### src/design/aics_pkg.sv
// Package for the input channel sequencer: register map, control field layout,
// sequencing modes, conversion timing and shared channel functions.
// Assumes eight analog inputs and an 8-bit register port.
package aics_pkg;

   localparam int unsigned NUM_CH      = 8;
   localparam int unsigned CH_W        = 3;
   localparam int unsigned DATA_W      = 8;
   localparam int unsigned ADDR_W      = 2;
   localparam int unsigned CNT_W       = 5;

   // Register offsets
   localparam logic [ADDR_W-1:0] REG_CTRL   = 2'h0;
   localparam logic [ADDR_W-1:0] REG_MASK   = 2'h1;
   localparam logic [ADDR_W-1:0] REG_STATUS = 2'h2;

   // Control word field positions
   localparam int unsigned CTRL_CFG_LO  = 0;
   localparam int unsigned CTRL_CFG_HI  = 1;
   localparam int unsigned CTRL_AUTO    = 2;
   localparam int unsigned CTRL_MSEL    = 3;
   localparam int unsigned CTRL_CH_LSB  = 4;
   localparam int unsigned CTRL_REF     = 7;

   // Status word field positions
   localparam int unsigned STAT_BUSY    = 0;
   localparam int unsigned STAT_PTR_LSB = 1;
   localparam int unsigned STAT_MODE_LSB = 4;
   localparam int unsigned STAT_ABORT   = 6;

   // Input configuration codes {hi, lo}
   localparam logic [1:0] CFG_SINGLE   = 2'h0;
   localparam logic [1:0] CFG_PSEUDO4  = 2'h1;
   localparam logic [1:0] CFG_DIFF4    = 2'h2;
   localparam logic [1:0] CFG_PSEUDO7  = 2'h3;

   localparam logic [CH_W-1:0]   CH_ZERO    = 3'h0;
   localparam logic [CH_W-1:0]   CH_ONE     = 3'h1;
   localparam logic [CH_W-1:0]   CH_COMMON  = 3'h7;
   localparam logic [CH_W-1:0]   CH_TOP     = 3'h7;
   localparam logic [NUM_CH-1:0] MASK_RESET = 8'h00;

   // Converter clock edges: abort window and whole conversion length
   localparam int unsigned ABORT_EDGE  = 14;
   localparam int unsigned CONV_CYCLES = 16;

   typedef enum logic [1:0] {
      MODE_SINGLE = 2'b00,
      MODE_MASK   = 2'b01,
      MODE_CONSEC = 2'b10
   } aics_mode_t;

   // Next enabled mask channel above cur, wrapping; cur if the mask is empty
   function automatic logic [CH_W-1:0] aics_next_ch(input logic [NUM_CH-1:0] mask,
                                                   input logic [CH_W-1:0]   cur);
      logic [CH_W-1:0] cand;
      logic            found;
      aics_next_ch = cur;
      found        = 1'b0;
      for (int i = 1; i <= NUM_CH; i++)
      begin
         cand = cur + i[CH_W-1:0];
         if (!found && mask[cand])
         begin
            aics_next_ch = cand;
            found        = 1'b1;
         end
      end
   endfunction

   // Mux routing {neg_gnd, neg, pos} for a configuration and channel code
   function automatic logic [2*CH_W:0] aics_route(input logic [1:0]      cfg,
                                                 input logic [CH_W-1:0] ch);
      case (cfg)
         CFG_PSEUDO4: aics_route = {1'b0, ch[2:1], 1'b1, ch[2:1], 1'b0};
         CFG_DIFF4:   aics_route = {1'b0, ch[2:1], ~ch[0], ch[2:1], ch[0]};
         CFG_PSEUDO7: aics_route = {1'b0, CH_COMMON, ch};
         default:     aics_route = {1'b1, CH_ZERO, ch};
      endcase
   endfunction

endpackage

### src/design/aics_conv_timer.sv
// Conversion timer: detects the start falling edge and times one conversion.
// Assumes the start line is synchronous to the clock.
`timescale 1ns/1ps
module aics_conv_timer
   import aics_pkg::*;
#(
   parameter int unsigned CONV_LEN  = CONV_CYCLES,
   parameter int unsigned ABORT_LEN = ABORT_EDGE
)(
   input  wire logic clk_in,
   input  wire logic rst_in,
   input  wire logic ce_in,
   input  wire logic start_n_in,
   output logic      busy_out,
   output logic      start_out,
   output logic      done_out,
   output logic      abort_out
);

   typedef struct packed {
      logic             prev;
      logic             busy;
      logic [CNT_W-1:0] cnt;
      logic             start;
      logic             done;
      logic             abort;
   } aics_tmr_t;

   localparam aics_tmr_t TMR_RST = '{prev: 1'b1, busy: 1'b0, cnt: '0,
                                     start: 1'b0, done: 1'b0, abort: 1'b0};
   localparam logic [CNT_W-1:0] ABORT_CNT = ABORT_LEN[CNT_W-1:0];
   localparam logic [CNT_W-1:0] LAST_CNT  = CNT_W'(CONV_LEN - 1);

   aics_tmr_t q;
   aics_tmr_t d;

   always_comb
   begin
      d = q;
      // Pulses hold while frozen, so the sequencer still sees them later
      if (ce_in)
      begin
         d.start = 1'b0;
         d.done  = 1'b0;
         d.abort = 1'b0;
         d.prev  = start_n_in;
         if (!q.busy)
         begin
            // Edges while busy are ignored, only idle falling edges start
            if (q.prev && !start_n_in)
            begin
               d.busy  = 1'b1;
               d.cnt   = '0;
               d.start = 1'b1;
            end
         end
         else
         begin
            d.cnt = q.cnt + 1'b1;
            // Releasing start too early throws the conversion away
            if (start_n_in && q.cnt < ABORT_CNT)
            begin
               d.busy  = 1'b0;
               d.abort = 1'b1;
            end
            else if (q.cnt == LAST_CNT)
            begin
               d.busy = 1'b0;
               d.done = 1'b1;
            end
         end
      end
   end

   always_ff @(posedge clk_in)
   begin
      if (rst_in)
         q <= TMR_RST;
      else
         q <= d;
   end

   assign busy_out  = q.busy;
   assign start_out = q.start;
   assign done_out  = q.done;
   assign abort_out = q.abort;
endmodule

### src/design/aics_sequencer.sv
// Input channel sequencer top: control word, channel mask, sequencing and mux routing.
// Assumes a synchronous register port and that the converter runs on SYS_CLK_IN.
`timescale 1ns/1ps
// Notes on behaviour
// - Config lo=1,hi=0 gives four pseudo pairs; both 1 gives seven pseudo inputs.
// - Seven-input mode measures every input against the eighth common input.
// - Sequencing bits 00 convert the channel named by the select field.
// - In single scheme each control write loads the next conversion channel.
// - Bits auto 0, mask-select 1 take channels from the mask register.
// - Mask scheme starts at lowest enabled channel, then next higher enabled.
// - After highest enabled channel the pointer wraps to lowest enabled.
// - A running sequence advances per conversion with no further writes.
// - Sequence program holds until a write carries other than auto 1, select 0.
// - Both bits 1 convert ascending from channel 0 to the select field.
// - Consecutive scheme starts at channel 0 with no mask write needed.
// - Consecutive scheme restarts at channel 0 after the final channel.
// - Source bit 1 picks on-chip voltage source, 0 the external source.
// - Config 00 gives eight independent single-ended channels.
// - Config lo=0,hi=1 gives four fully differential pairs.
// - Host falling edge on start converts current channel and moves sequence.
module aics_sequencer
   import aics_pkg::*;
#(
   parameter int unsigned CONV_LEN  = CONV_CYCLES,
   parameter int unsigned ABORT_LEN = ABORT_EDGE
)(
   input  wire logic              SYS_CLK_IN,
   input  wire logic              RST_IN,
   input  wire logic              CE_IN,
   input  wire logic [ADDR_W-1:0] REG_ADDR_IN,
   input  wire logic [DATA_W-1:0] REG_WDATA_IN,
   input  wire logic              REG_WR_IN,
   input  wire logic              REG_RD_IN,
   input  wire logic              CONV_START_N_IN,
   output logic [DATA_W-1:0]      REG_RDATA_OUT,
   output logic                   BUSY_OUT,
   output logic                   CONV_DONE_OUT,
   output logic                   CONV_ABORT_OUT,
   output logic [CH_W-1:0]        CONV_CH_OUT,
   output logic [CH_W-1:0]        POS_SEL_OUT,
   output logic [CH_W-1:0]        NEG_SEL_OUT,
   output logic                   NEG_GND_OUT,
   output logic                   REF_INTERNAL_OUT
);

   typedef struct packed {
      logic [1:0]        cfg;
      logic              ref_int;
      logic [CH_W-1:0]   ch_field;
      aics_mode_t        mode;
      logic [CH_W-1:0]   ptr;
      logic [CH_W-1:0]   last;
      logic [NUM_CH-1:0] mask;
      logic [CH_W-1:0]   conv_ch;
      logic              aborted;
      logic [DATA_W-1:0] rdata;
      logic [CH_W-1:0]   pos;
      logic [CH_W-1:0]   neg;
      logic              neg_gnd;
   } aics_state_t;

   localparam aics_state_t ST_RST = '{cfg: CFG_SINGLE, ref_int: 1'b0, ch_field: CH_ZERO,
                                      mode: MODE_SINGLE, ptr: CH_ZERO, last: CH_ZERO,
                                      mask: MASK_RESET, conv_ch: CH_ZERO, aborted: 1'b0,
                                      rdata: '0, pos: CH_ZERO, neg: CH_ZERO,
                                      neg_gnd: 1'b1};

   aics_state_t q;
   aics_state_t d;

   logic t_busy;
   logic t_start;
   logic t_done;
   logic t_abort;

   aics_conv_timer #(
      .CONV_LEN  (CONV_LEN),
      .ABORT_LEN (ABORT_LEN)
   ) u_timer (
      .clk_in     (SYS_CLK_IN),
      .rst_in     (RST_IN),
      .ce_in      (CE_IN),
      .start_n_in (CONV_START_N_IN),
      .busy_out   (t_busy),
      .start_out  (t_start),
      .done_out   (t_done),
      .abort_out  (t_abort)
   );

   logic              wr_ctrl;
   logic              wr_mask;
   logic [CH_W-1:0]   w_ch;
   logic [1:0]        w_seq;
   logic [CH_W-1:0]   route_ch;
   logic [2*CH_W:0]   route;

   assign wr_ctrl = CE_IN && REG_WR_IN && (REG_ADDR_IN == REG_CTRL);
   assign wr_mask = CE_IN && REG_WR_IN && (REG_ADDR_IN == REG_MASK);
   assign w_ch    = REG_WDATA_IN[CTRL_CH_LSB +: CH_W];
   assign w_seq   = {REG_WDATA_IN[CTRL_AUTO], REG_WDATA_IN[CTRL_MSEL]};

   always_comb
   begin
      d        = q;
      route_ch = CH_ZERO;
      route    = '0;
      if (CE_IN)
      begin
         // Of the conversion events, only a completed one moves the pointer
         if (t_done)
         begin
            case (q.mode)
               MODE_MASK:   d.ptr = aics_next_ch(q.mask, q.ptr);
               MODE_CONSEC: d.ptr = (q.ptr == q.last) ? CH_ZERO : q.ptr + CH_ONE;
               default:     d.ptr = q.ptr;
            endcase
         end
         if (t_start)
         begin
            d.conv_ch = q.ptr;
            d.aborted = 1'b0;
         end
         if (t_abort)
            d.aborted = 1'b1;
         if (wr_ctrl)
         begin
            d.cfg     = {REG_WDATA_IN[CTRL_CFG_HI], REG_WDATA_IN[CTRL_CFG_LO]};
            d.ref_int = REG_WDATA_IN[CTRL_REF];
            // Setup writes win over a same-cycle advance
            case (w_seq)
               2'b00:
               begin
                  d.mode     = MODE_SINGLE;
                  d.ch_field = w_ch;
                  d.ptr      = w_ch;
               end
               2'b01:
               begin
                  d.mode     = MODE_MASK;
                  d.ch_field = w_ch;
                  d.ptr      = aics_next_ch(q.mask, CH_TOP);
               end
               2'b11:
               begin
                  d.mode     = MODE_CONSEC;
                  d.ch_field = w_ch;
                  d.last     = w_ch;
                  d.ptr      = CH_ZERO;
               end
               default: ; // Keep the running program untouched
            endcase
         end
         if (wr_mask)
         begin
            d.mask = REG_WDATA_IN;
            if (d.mode == MODE_MASK)
               d.ptr = aics_next_ch(REG_WDATA_IN, CH_TOP);
         end
         d.rdata = '0;
         if (REG_RD_IN)
         begin
            case (REG_ADDR_IN)
               REG_CTRL:
               begin
                  d.rdata[CTRL_CFG_LO]             = q.cfg[0];
                  d.rdata[CTRL_CFG_HI]             = q.cfg[1];
                  d.rdata[CTRL_AUTO]               = (q.mode == MODE_CONSEC);
                  d.rdata[CTRL_MSEL]               = (q.mode != MODE_SINGLE);
                  d.rdata[CTRL_CH_LSB +: CH_W]     = q.ch_field;
                  d.rdata[CTRL_REF]                = q.ref_int;
               end
               REG_MASK:   d.rdata = q.mask;
               REG_STATUS:
               begin
                  d.rdata[STAT_BUSY]               = t_busy;
                  d.rdata[STAT_PTR_LSB +: CH_W]    = q.ptr;
                  d.rdata[STAT_MODE_LSB +: 2]      = q.mode;
                  d.rdata[STAT_ABORT]              = q.aborted;
               end
               default:    d.rdata = '0;
            endcase
         end
         // Mux holds the sampled channel during a conversion
         route_ch  = (t_busy || t_start) ? d.conv_ch : d.ptr;
         route     = aics_route(d.cfg, route_ch);
         d.pos     = route[CH_W-1:0];
         d.neg     = route[2*CH_W-1:CH_W];
         d.neg_gnd = route[2*CH_W];
      end
   end

   always_ff @(posedge SYS_CLK_IN)
   begin
      if (RST_IN)
         q <= ST_RST;
      else
         q <= d;
   end

   assign REG_RDATA_OUT    = q.rdata;
   assign BUSY_OUT         = t_busy;
   assign CONV_DONE_OUT    = t_done;
   assign CONV_ABORT_OUT   = t_abort;
   assign CONV_CH_OUT      = q.conv_ch;
   assign POS_SEL_OUT      = q.pos;
   assign NEG_SEL_OUT      = q.neg;
   assign NEG_GND_OUT      = q.neg_gnd;
   assign REF_INTERNAL_OUT = q.ref_int;
endmodule

### config.mk
export PLATFORM = sky130hd
export DESIGN_NAME = aics_sequencer
export DESIGN_NICKNAME = d
export VERILOG_FILES = /design/src/design/aics_pkg.sv /design/src/design/aics_conv_timer.sv /design/src/design/aics_sequencer.sv
export SDC_FILE = /design/constraint.sdc
export NUM_CORES = 1
export LEC_CHECK = 0
export BUFFER_PORTS_ARGS = -buffer_cell sky130_fd_sc_hd__buf_2
export CAP_MARGIN = 20
export CORE_ASPECT_RATIO = 0.8
export CORE_MARGIN = 3
export CORE_UTILIZATION = 60
export CTS_CLUSTER_DIAMETER = 200
export DETAILED_ROUTE_END_ITERATION = 8
export PLACE_DENSITY = 0.82
export SLEW_MARGIN = 10
export SYNTH_ARGS = -nofsm -noshare
export SYNTH_HDL_FRONTEND = slang
export SYNTH_SLANG_ARGS = --single-unit
### constraint.sdc
create_clock -name SYS_CLK_IN -period 10.7 [get_ports SYS_CLK_IN]
set_input_delay 2.14 -clock SYS_CLK_IN [delete_from_list [all_inputs] [get_ports SYS_CLK_IN]]
set_output_delay 2.14 -clock SYS_CLK_IN [all_outputs]
set_load 0.02 [all_outputs]
---- Word level (Yosys, flattened, before mapping) ----
Cells that the tools add are included.
cells by class
  add/sub/neg operators ................... 8
  order comparisons ....................... 9
  eq/ne operators ......................... 16
  muxes and demuxes ....................... 151
  bitwise operators ....................... 1
  reduce and logical (&&, ||, !) cells .... 59
operators with widths
  cell                 number
  $mux 1               99
  $mux 3               31
  $pmux 7 s3           2
  $lt 3x4->1 const B   8
  $mux 14              2
  $logic_and 1x1->1    26
  $bmux 1 s3           8
  $pmux 8 s3           1
  $logic_not 1->1      22
  $add 3x3->3 const B  4
  $eq 2x1->1 const B   5
  $eq 2x2->1 const B   5
  $mux 4               2
  $mux 8               1
  $reduce_and 2->1     4
  $mux 7               1
  $add 3x2->3 const B  2
  $mux 6               1
  $pmux 3 s2           1
  $reduce_and 3->1     2
  $add 5x1->5 const B  1
  $eq 5x4->1 const B   1
  $lt 5x4->1 const B   1
  $logic_not 2->1      2
  other kinds (10)     12
storage, ports and cells
  bits in registers ....................... 51
  bits of input ports ..................... 16
  output and inout bits ................... 22

---- Depth between registers and ports, before layout ----
Gate-level depths: netlist (run 1).
  word-level depth ........................ 100
  gate-level depth with buffers ........... 13
  depth with buffers taken out ............ 10

---- By module ----
A second synthesis (run 1) with hierarchy kept.
second synthesis, totals
  cells, all modules ...................... 482
  area total of the unflattened synthesis .. 3875.0 µm²
modules (own cells, without submodules)
  module           times used  cells an instance  area each (µm²)  sequential area each (µm²)
  aics_sequencer   1           428                3355.7           820.8
  aics_conv_timer  1           54                 519.2            200.2

---- Least setup slack after synthesis (run 1) ----
No wires, ideal clock.
  kind .................................... input to register
  start ................................... input port CE_IN
  end ..................................... register q, in the netlist NEG_SEL_OUT[2]
  setup time .............................. 0.135 ns
  arrival time ............................ 3.909 ns
  data required time ...................... 10.565 ns
  slack ................................... 6.656 ns
  cell stages on the path ................. 10
  buffers on the path ..................... 2
  cell sequence ........................... clkbuf_1 and4b_1 clkbuf_1 nand3_1 a21o_1 a311oi_1 a21oi_1 a31oi_1 maj3_2 a211oi_2
on the way
  word-level cells in the longest chain between the ends .. 10
ends and longest elaborated chain
  what                    line                                        source
  start: declaration      aics_sequencer.sv:29                        input wire logic CE_IN,
  $logic_and 1x1->1       aics_sequencer.sv:97, aics_sequencer.sv:98
  $logic_and 1x1->1       aics_sequencer.sv:97                        assign wr_ctrl = CE_IN && REG_WR_IN && (REG_ADDR_IN == REG_CTRL);
  $mux 14                 aics_sequencer.sv:125                       if (wr_ctrl)
  $mux 14                 aics_sequencer.sv:107                       if (CE_IN)
  $eq 2x1->1              aics_sequencer.sv:156                       if (d.mode == MODE_MASK)
  $mux 3                  aics_sequencer.sv:156
  $mux 3                  aics_sequencer.sv:153                       if (wr_mask)
  $mux 3                  aics_sequencer.sv:107
  $mux 3                  aics_sequencer.sv:184                       route_ch = (t_busy || t_start) ? d.conv_ch : d.ptr;
  $pmux 7 s3              aics_pkg.sv:74                              case (cfg)
  end signal: assignment  aics_sequencer.sv:195                       q <= ST_RST;
  end signal: assignment  aics_sequencer.sv:197                       q <= d;
  end: declaration        aics_sequencer.sv:68                        aics_state_t q;
Several ways; a longest one is shown, not always the timed one. The select of a mux whose other input is x is not followed.
A chain may end at the register's enable or synchronous reset.

---- Final worst setup path (run 1) ----
Ends and elaborated chain as after synthesis.

==> impl_metrics.toml, run 1 <==
[drt]
viasPerCell = 6.20
routed_wirelength_um = 8680
drt_pre_antenna_iters = 4
number_of_design_rule_violations_left_by_the_first_detailed_router_iteration = 197
post_drt_wl_per_cell_um = 16.6
route.vias.total = 3239
postRouteAntennaNets = 0
remaining_drc_errors = 0

[final_layout]
post-route-cell-area_um2 = 3650
n_antenna_cell = 0
instances_no_fill = 522
area_growth_syn_to_layout_pct = 4.07
final_nets = 466
layout.cells.most_common = "sky130_fd_sc_hd__nand2_1"
n_fill_cell = 483
layout-drive-gt1-share = 0.158
highest_count_cells_in_the_layout_ignoring_fill_and_taps = "sky130_fd_sc_hd__nand2_1 (52), sky130_fd_sc_hd__dfxtp_1 (51), sky130_fd_sc_hd__a21oi_1 (46), sky130_fd_sc_hd__nor2_1 (41), sky130_fd_sc_hd__buf_2 (37)"

[power_and_ir_drop]
p_leak_nw = 1.39
total_power_density_per_cell_area_nw_per_um2 = 104
ir_worst_vdd_mv = 0.0925

[synthesis]
yosys_most_used_dff = "sky130_fd_sc_hd__dfxtp_1"
synth-edff-count = 0
synthArstFlopShare = 0
mappedNetlistNets = 464
synth-seq-cells = 51
syn_area_um2 = 3510
post_synth_inst_count = 441
yosys_warnings = 0
synth_cell_types = 59
synth.avg_cell_area_um2 = 7.96
seq_area_frac_synth = 0.291

[min_path]
hold_path.class = "reg -> reg"
whs_path_depth = 2

[critical_path]
worst-endpoint-arrival_ps = 4590
timing.critical_path.fanout_max = 53
launching_element_type_of_the_critical_path = "input pin"
cp-end-kind = "flip-flop"
ff2ff_path_depth = 10
timing.setup.critical_path_class = "in -> reg"
worst_endpoint_required_time_ps = 10870

[sta]
final_max_slew_viol_count = 0
setup_viol = 0
rsz0062_at_grt = "no"
period_share = 0.413
timing.final.hold_violations = 0
final.setup_skew_ps = 12.8
finalSetupTns_ps = 0
worst-slew-pin-transition_ps = 943
period_minus_slack_ps = 4420
max_transition_margin = 0.371
max_freq_mhz = 226

[floorplan]
fp-row-count = 24
floorplan.initialDensity = 0.632
die-height_um = 74.4
num_io_pins = 38
die_x_um = 91.5
core_area_um2 = 5560
fp.dieArea_um2 = 6810

[place]
globalplace.congestion = 0.990
dpl.cell_count = 514
hpwl_um = 6210
portbufs = 37
placed_cell_area_um2 = 3550

[global_route]
antenna_found_initial = 0
grt_pass1_vias = 2930
grt_use_total = 0.264
largest_net_degree_at_the_start_of_global_routing = 54
grt.overflow.total = 0
grt_pass1_wl_um = 14400

[clock_network]
cts_resized = 0
clk_latency_worst_skew_pair_ps = 320
cts_tree = "built"
cts-root-to-sink-buffers = 2
tritoncts_num_sinks = 51
clk_pin_slew_ps = 100
htreeDepth = 2
cts_made_buffers = 5
ctsRootBufferMaster = "sky130_fd_sc_hd__clkbuf_8"
post_cts.repair.setup_buffers = 0
post_cts_hold_buffer_count = 0

[status]
outcome = "finished clean"

[flow_run]
cap_viol_max_count = 0
state kept, by name (all words and copies together), names as in the netlist:
signal and cells:
u_timer.done_out 1, POS_SEL_OUT 3, u_timer.q 6, REG_RDATA_OUT 8
CONV_CH_OUT 3, u_timer.busy_out 1, REF_INTERNAL_OUT 1, u_timer.start_out 1
NEG_GND_OUT 1, NEG_SEL_OUT 3, u_timer.abort_out 1, q 22
cell type report:
class | instances | area [µm²] | area share
Sequential cell | 51 | 1020 | 0.280
Clock inverter | 2 | 16.3 | 0.00446
Multi-Input combinational cell | 329 | 2170 | 0.594
Tap cell | 78 | 97.6 | 0.0267
Clock buffer | 6 | 82.6 | 0.0226
Timing Repair Buffer | 39 | 200 | 0.0548
Inverter | 17 | 63.8 | 0.0175
cell families after synthesis:
logic type               after synthesis  share of synthesized area
multiplexers                          37                      0.140
adder cells (fa/ha/maj)                8                     0.0282
AND/OR/NAND/NOR                      155                      0.210
flip-flops                            51                      0.291
AO/OA/AOI/OAI                        121                      0.220
buffers and inverters                 61                     0.0906
XOR/XNOR                               8                     0.0200
worst max-delay path: stages:
cell,delay [ps]
sky130_fd_sc_hd__buf_2,630
sky130_fd_sc_hd__and4b_1,500
sky130_fd_sc_hd__nand3_1,220
sky130_fd_sc_hd__a21o_1,220
sky130_fd_sc_hd__a311oi_1,270
sky130_fd_sc_hd__a21oi_1,60
sky130_fd_sc_hd__a31oi_1,230
sky130_fd_sc_hd__maj3_2,250
sky130_fd_sc_hd__a211oi_2,60
through the flow:
stage / worst slack [ps] / total power [mW] / hold WS (ps) / utilization
2_1_floorplan: 6660 / 0.248 / 436 / -
3_3_place_gp: 6080 / 0.260 / 444 / 0.639
3_5_place_dp: 5980 / 0.261 / 451 / 0.639
4_1_cts: 6320 / 0.379 / 464 / 0.657
5_1_grt: 6020 / 0.392 / 489 / 0.657
6_report: 6280 / 0.379 / 462 / 0.657
report_power, final:
group | switching [mW] | internal (mW) | total [mW]
logic | 0.0368 | 0.0219 | 0.0587
registers | 0.00583 | 0.194 | 0.200
clock network | 0.0675 | 0.0529 | 0.120
final timing paths:
check	from	end	slack, ps
hold reg to reg	NEG_GND_OUT	NEG_GND_OUT	460
setup / recovery	CE_IN	NEG_SEL_OUT[2]	6280
setup reg to reg	q[30]	NEG_SEL_OUT[2]	6500
hold / removal	NEG_GND_OUT	NEG_GND_OUT	460
cell usage after synthesis, types with 7 or more instances:
library cell,n,area share
sky130_fd_sc_hd__a211oi_1,11,0.024
sky130_fd_sc_hd__a21oi_1,46,0.066
sky130_fd_sc_hd__buf_4,17,0.036
sky130_fd_sc_hd__clkbuf_1,20,0.021
sky130_fd_sc_hd__dfxtp_1,51,0.29
sky130_fd_sc_hd__ha_1,7,0.025
sky130_fd_sc_hd__inv_1,17,0.018
sky130_fd_sc_hd__mux2_2,7,0.022
sky130_fd_sc_hd__mux2i_1,19,0.054
sky130_fd_sc_hd__mux4_2,8,0.051
sky130_fd_sc_hd__nand2_1,52,0.056
sky130_fd_sc_hd__nand2b_1,8,0.014
sky130_fd_sc_hd__nand3_1,12,0.017
sky130_fd_sc_hd__nor2_1,41,0.044
sky130_fd_sc_hd__nor2b_1,12,0.021
sky130_fd_sc_hd__nor3_1,7,0.010
sky130_fd_sc_hd__o21ai_0,21,0.030
metal layers:
layer  part of all wire  GRT usage  wire length, µm
met5                  0          0                0
met4              0.022     0.0803              194
met3              0.081     0.0586              706
met2               0.44      0.417             3820
met1               0.46      0.366             3960
(Power assumes the default switching activity.)
==> run 2, diff against run 1 <==
--- a/config.mk
+++ b/config.mk
@@ -9,10 +9,10 @@
 export CAP_MARGIN = 20
 export CORE_ASPECT_RATIO = 0.8
 export CORE_MARGIN = 3
-export CORE_UTILIZATION = 60
+export CORE_UTILIZATION = 59
 export CTS_CLUSTER_DIAMETER = 200
 export DETAILED_ROUTE_END_ITERATION = 8
-export PLACE_DENSITY = 0.82
+export PLACE_DENSITY = 0.81
 export SLEW_MARGIN = 10
 export SYNTH_ARGS = -nofsm -noshare
 export SYNTH_HDL_FRONTEND = slang
==> constraint.sdc (replaced) <==
create_clock -name SYS_CLK_IN -period 4.3 [get_ports SYS_CLK_IN]
set_input_delay 0.86 -clock SYS_CLK_IN [delete_from_list [all_inputs] [get_ports SYS_CLK_IN]]
set_output_delay 0.86 -clock SYS_CLK_IN [all_outputs]
set_load 0.02 [all_outputs]
==> run 2 against run 1 <==
Compared with the run above:
- setup slack got worse by 5300 ps
- sequential cell count unchanged
- power is 150% higher
- count of clock-buffer cells in the layout unchanged
- register-to-register slack got worse by 5500 ps
- combinational power grew to 2.6 times the previous value
- via count fell by 0.25%
- clock skew fell by 3.6 ps
- hold slack worse by 2.2 ps
- sequential power up 150%
- non-clock buffer count up 4
==> impl_metrics.toml, run 2 (synthesis gave the netlist of run 1 again) <==
[sta]
worst-slew-pin-transition_ps = 914
worst_hold_slack_ps = 460
finalSetupTns_ps = 0
rsz0062_at_grt = "no"
crit_path_setup_slack_layout_ps = 956
max_freq_mhz = 299
max_transition_margin = 0.391
final_max_slew_viol_count = 0
timing.final.hold_violations = 0
period_minus_slack_ps = 3340
final.setup_skew_ps = 9.15
setup_viol = 0
period_share = 0.778

[critical_path]
r2r_setup_slack_ps = 960
cp-end-kind = "flip-flop"
worst-endpoint-arrival_ps = 3580
timing.critical_path.fanout_max = 7
worst_endpoint_required_time_ps = 4540
worst_r2r_endpoint = "NEG_SEL_OUT[2]"
reg_to_reg_start = "q[31]"
ff2ff_path_depth = 10
timing.setup.critical_path_class = "reg -> reg"
launching_element_type_of_the_critical_path = "flip-flop"
worstSetupStartpoint = "q[31]"

[floorplan]
num_io_pins = 38
fp-row-count = 24
die-height_um = 75.0
die_x_um = 92.2
fp.dieArea_um2 = 6910
core_area_um2 = 5590
floorplan.initialDensity = 0.628

[global_route]
grt_pass1_wl_um = 14800
grt_util_met3 = 0.0410
antenna_found_initial = 0
grt.met1_usage = 0.393
grt_most_used_layer = "met2"
met2_usage = 0.422
grt_pass1_vias = 2954
grt.overflow.total = 0
grt_use_total = 0.267
largest_net_degree_at_the_start_of_global_routing = 53

[power_and_ir_drop]
power_mw = 0.946
p_leak_nw = 1.41
ir_worst_vdd_mv = 0.135
total_power_density_per_cell_area_nw_per_um2 = 257

[clock_network]
cts_resized = 0
post_cts.repair.setup_buffers = 0
cts_made_buffers = 5
cts-root-to-sink-buffers = 2
clk_pin_slew_ps = 100
tritoncts_num_sinks = 51
cts_tree = "built"
htreeDepth = 2
post_cts_hold_buffer_count = 0
clk_latency_worst_skew_pair_ps = 310
ctsRootBufferMaster = "sky130_fd_sc_hd__clkbuf_8"

[min_path]
hold_path.class = "reg -> reg"
min_to = "q[37]"
whs_path_depth = 2
start_point_of_the_worst_hold_path = "q[37]"

[place]
hpwl_um = 6500
place_worst_setup_slack_ps = 979
portbufs = 37
globalplace.congestion = 0.972

[final_layout]
post-route-util = 0.659
n_antenna_cell = 0
layout-drive-gt1-share = 0.165
registers.top_by_ff_count = "q"
final_nets = 470
largest_register_ffs = 22
area_growth_syn_to_layout_pct = 4.92
highest_count_cells_in_the_layout_ignoring_fill_and_taps = "sky130_fd_sc_hd__nand2_1 (52), sky130_fd_sc_hd__dfxtp_1 (51), sky130_fd_sc_hd__a21oi_1 (46), sky130_fd_sc_hd__nor2_1 (41), sky130_fd_sc_hd__buf_2 (37)"
layout.cells.most_common = "sky130_fd_sc_hd__nand2_1"

[drt]
remaining_drc_errors = 0
routed_wirelength_um = 8820
post_drt_wl_per_cell_um = 16.8
viasPerCell = 6.14
drt_pre_antenna_iters = 5
route.vias.total = 3231
number_of_design_rule_violations_left_by_the_first_detailed_router_iteration = 244
postRouteAntennaNets = 0

[status]
outcome = "finished clean"

[flow_run]
cap_viol_max_count = 0
run 2: changes by cell type in the layout (fill, tap and decap cells not counted), sizes merged:
cell  before  now
buf       39   43
run 2: power breakdown:
part	internal, mW	switching [mW]
clock	0.132	0.169
sequential	0.483	0.0132
combinational	0.0553	0.0943
total	0.670	0.277
run 2: layout make-up:
| type | instances | area [µm²] |
|---|---|---|
| Multi-Input combinational cell | 329 | 2170 |
| Sequential cell | 51 | 1020 |
| Timing Repair Buffer | 43 | 230 |
| Clock inverter | 2 | 16.3 |
| Clock buffer | 6 | 82.6 |
| Inverter | 17 | 63.8 |
| Tap cell | 78 | 97.6 |
| Fill cell | 497 | 1900 |
run 2: critical path: stages, from the launching register on:
cell	delay (ps)
sky130_fd_sc_hd__dfxtp_1	340
sky130_fd_sc_hd__inv_1	80
sky130_fd_sc_hd__ha_1	470
sky130_fd_sc_hd__mux4_2	610
sky130_fd_sc_hd__mux2_4	330
sky130_fd_sc_hd__o41ai_2	360
sky130_fd_sc_hd__a32oi_1	110
sky130_fd_sc_hd__o31ai_2	270
sky130_fd_sc_hd__a31oi_1	160
sky130_fd_sc_hd__maj3_2	360
sky130_fd_sc_hd__a211oi_2	200
run 2: worst max-delay path by stage:
stage	endpoint	slack (ps)	cells after the start
finish	NEG_SEL_OUT[2]	960	10
CTS	NEG_SEL_OUT[2]	960	10
floorplan	NEG_SEL_OUT[2]	810	13
global placement	NEG_SEL_OUT[2]	1050	10
detailed placement	NEG_SEL_OUT[2]	980	10
global route	NEG_SEL_OUT[2]	770	10
run 2: layer usage:
layer / vias to the layer above / routed length, µm / share of wire
met4: 0 / 68 / 0.0077
li1: 1579 / - / -
met3: 7 / 636 / 0.072
met2: 138 / 3800 / 0.43
met1: 1507 / 4310 / 0.49
met5: - / 0 / 0
run 2: stage by stage:
stage | std cells | area [µm²]
6_report | 526 | 3680
5_1_grt | 526 | 3680
4_1_cts | 526 | 3680
3_5_place_dp | 518 | 3580
3_3_place_gp | 518 | 3580
2_1_floorplan | 441 | 3510
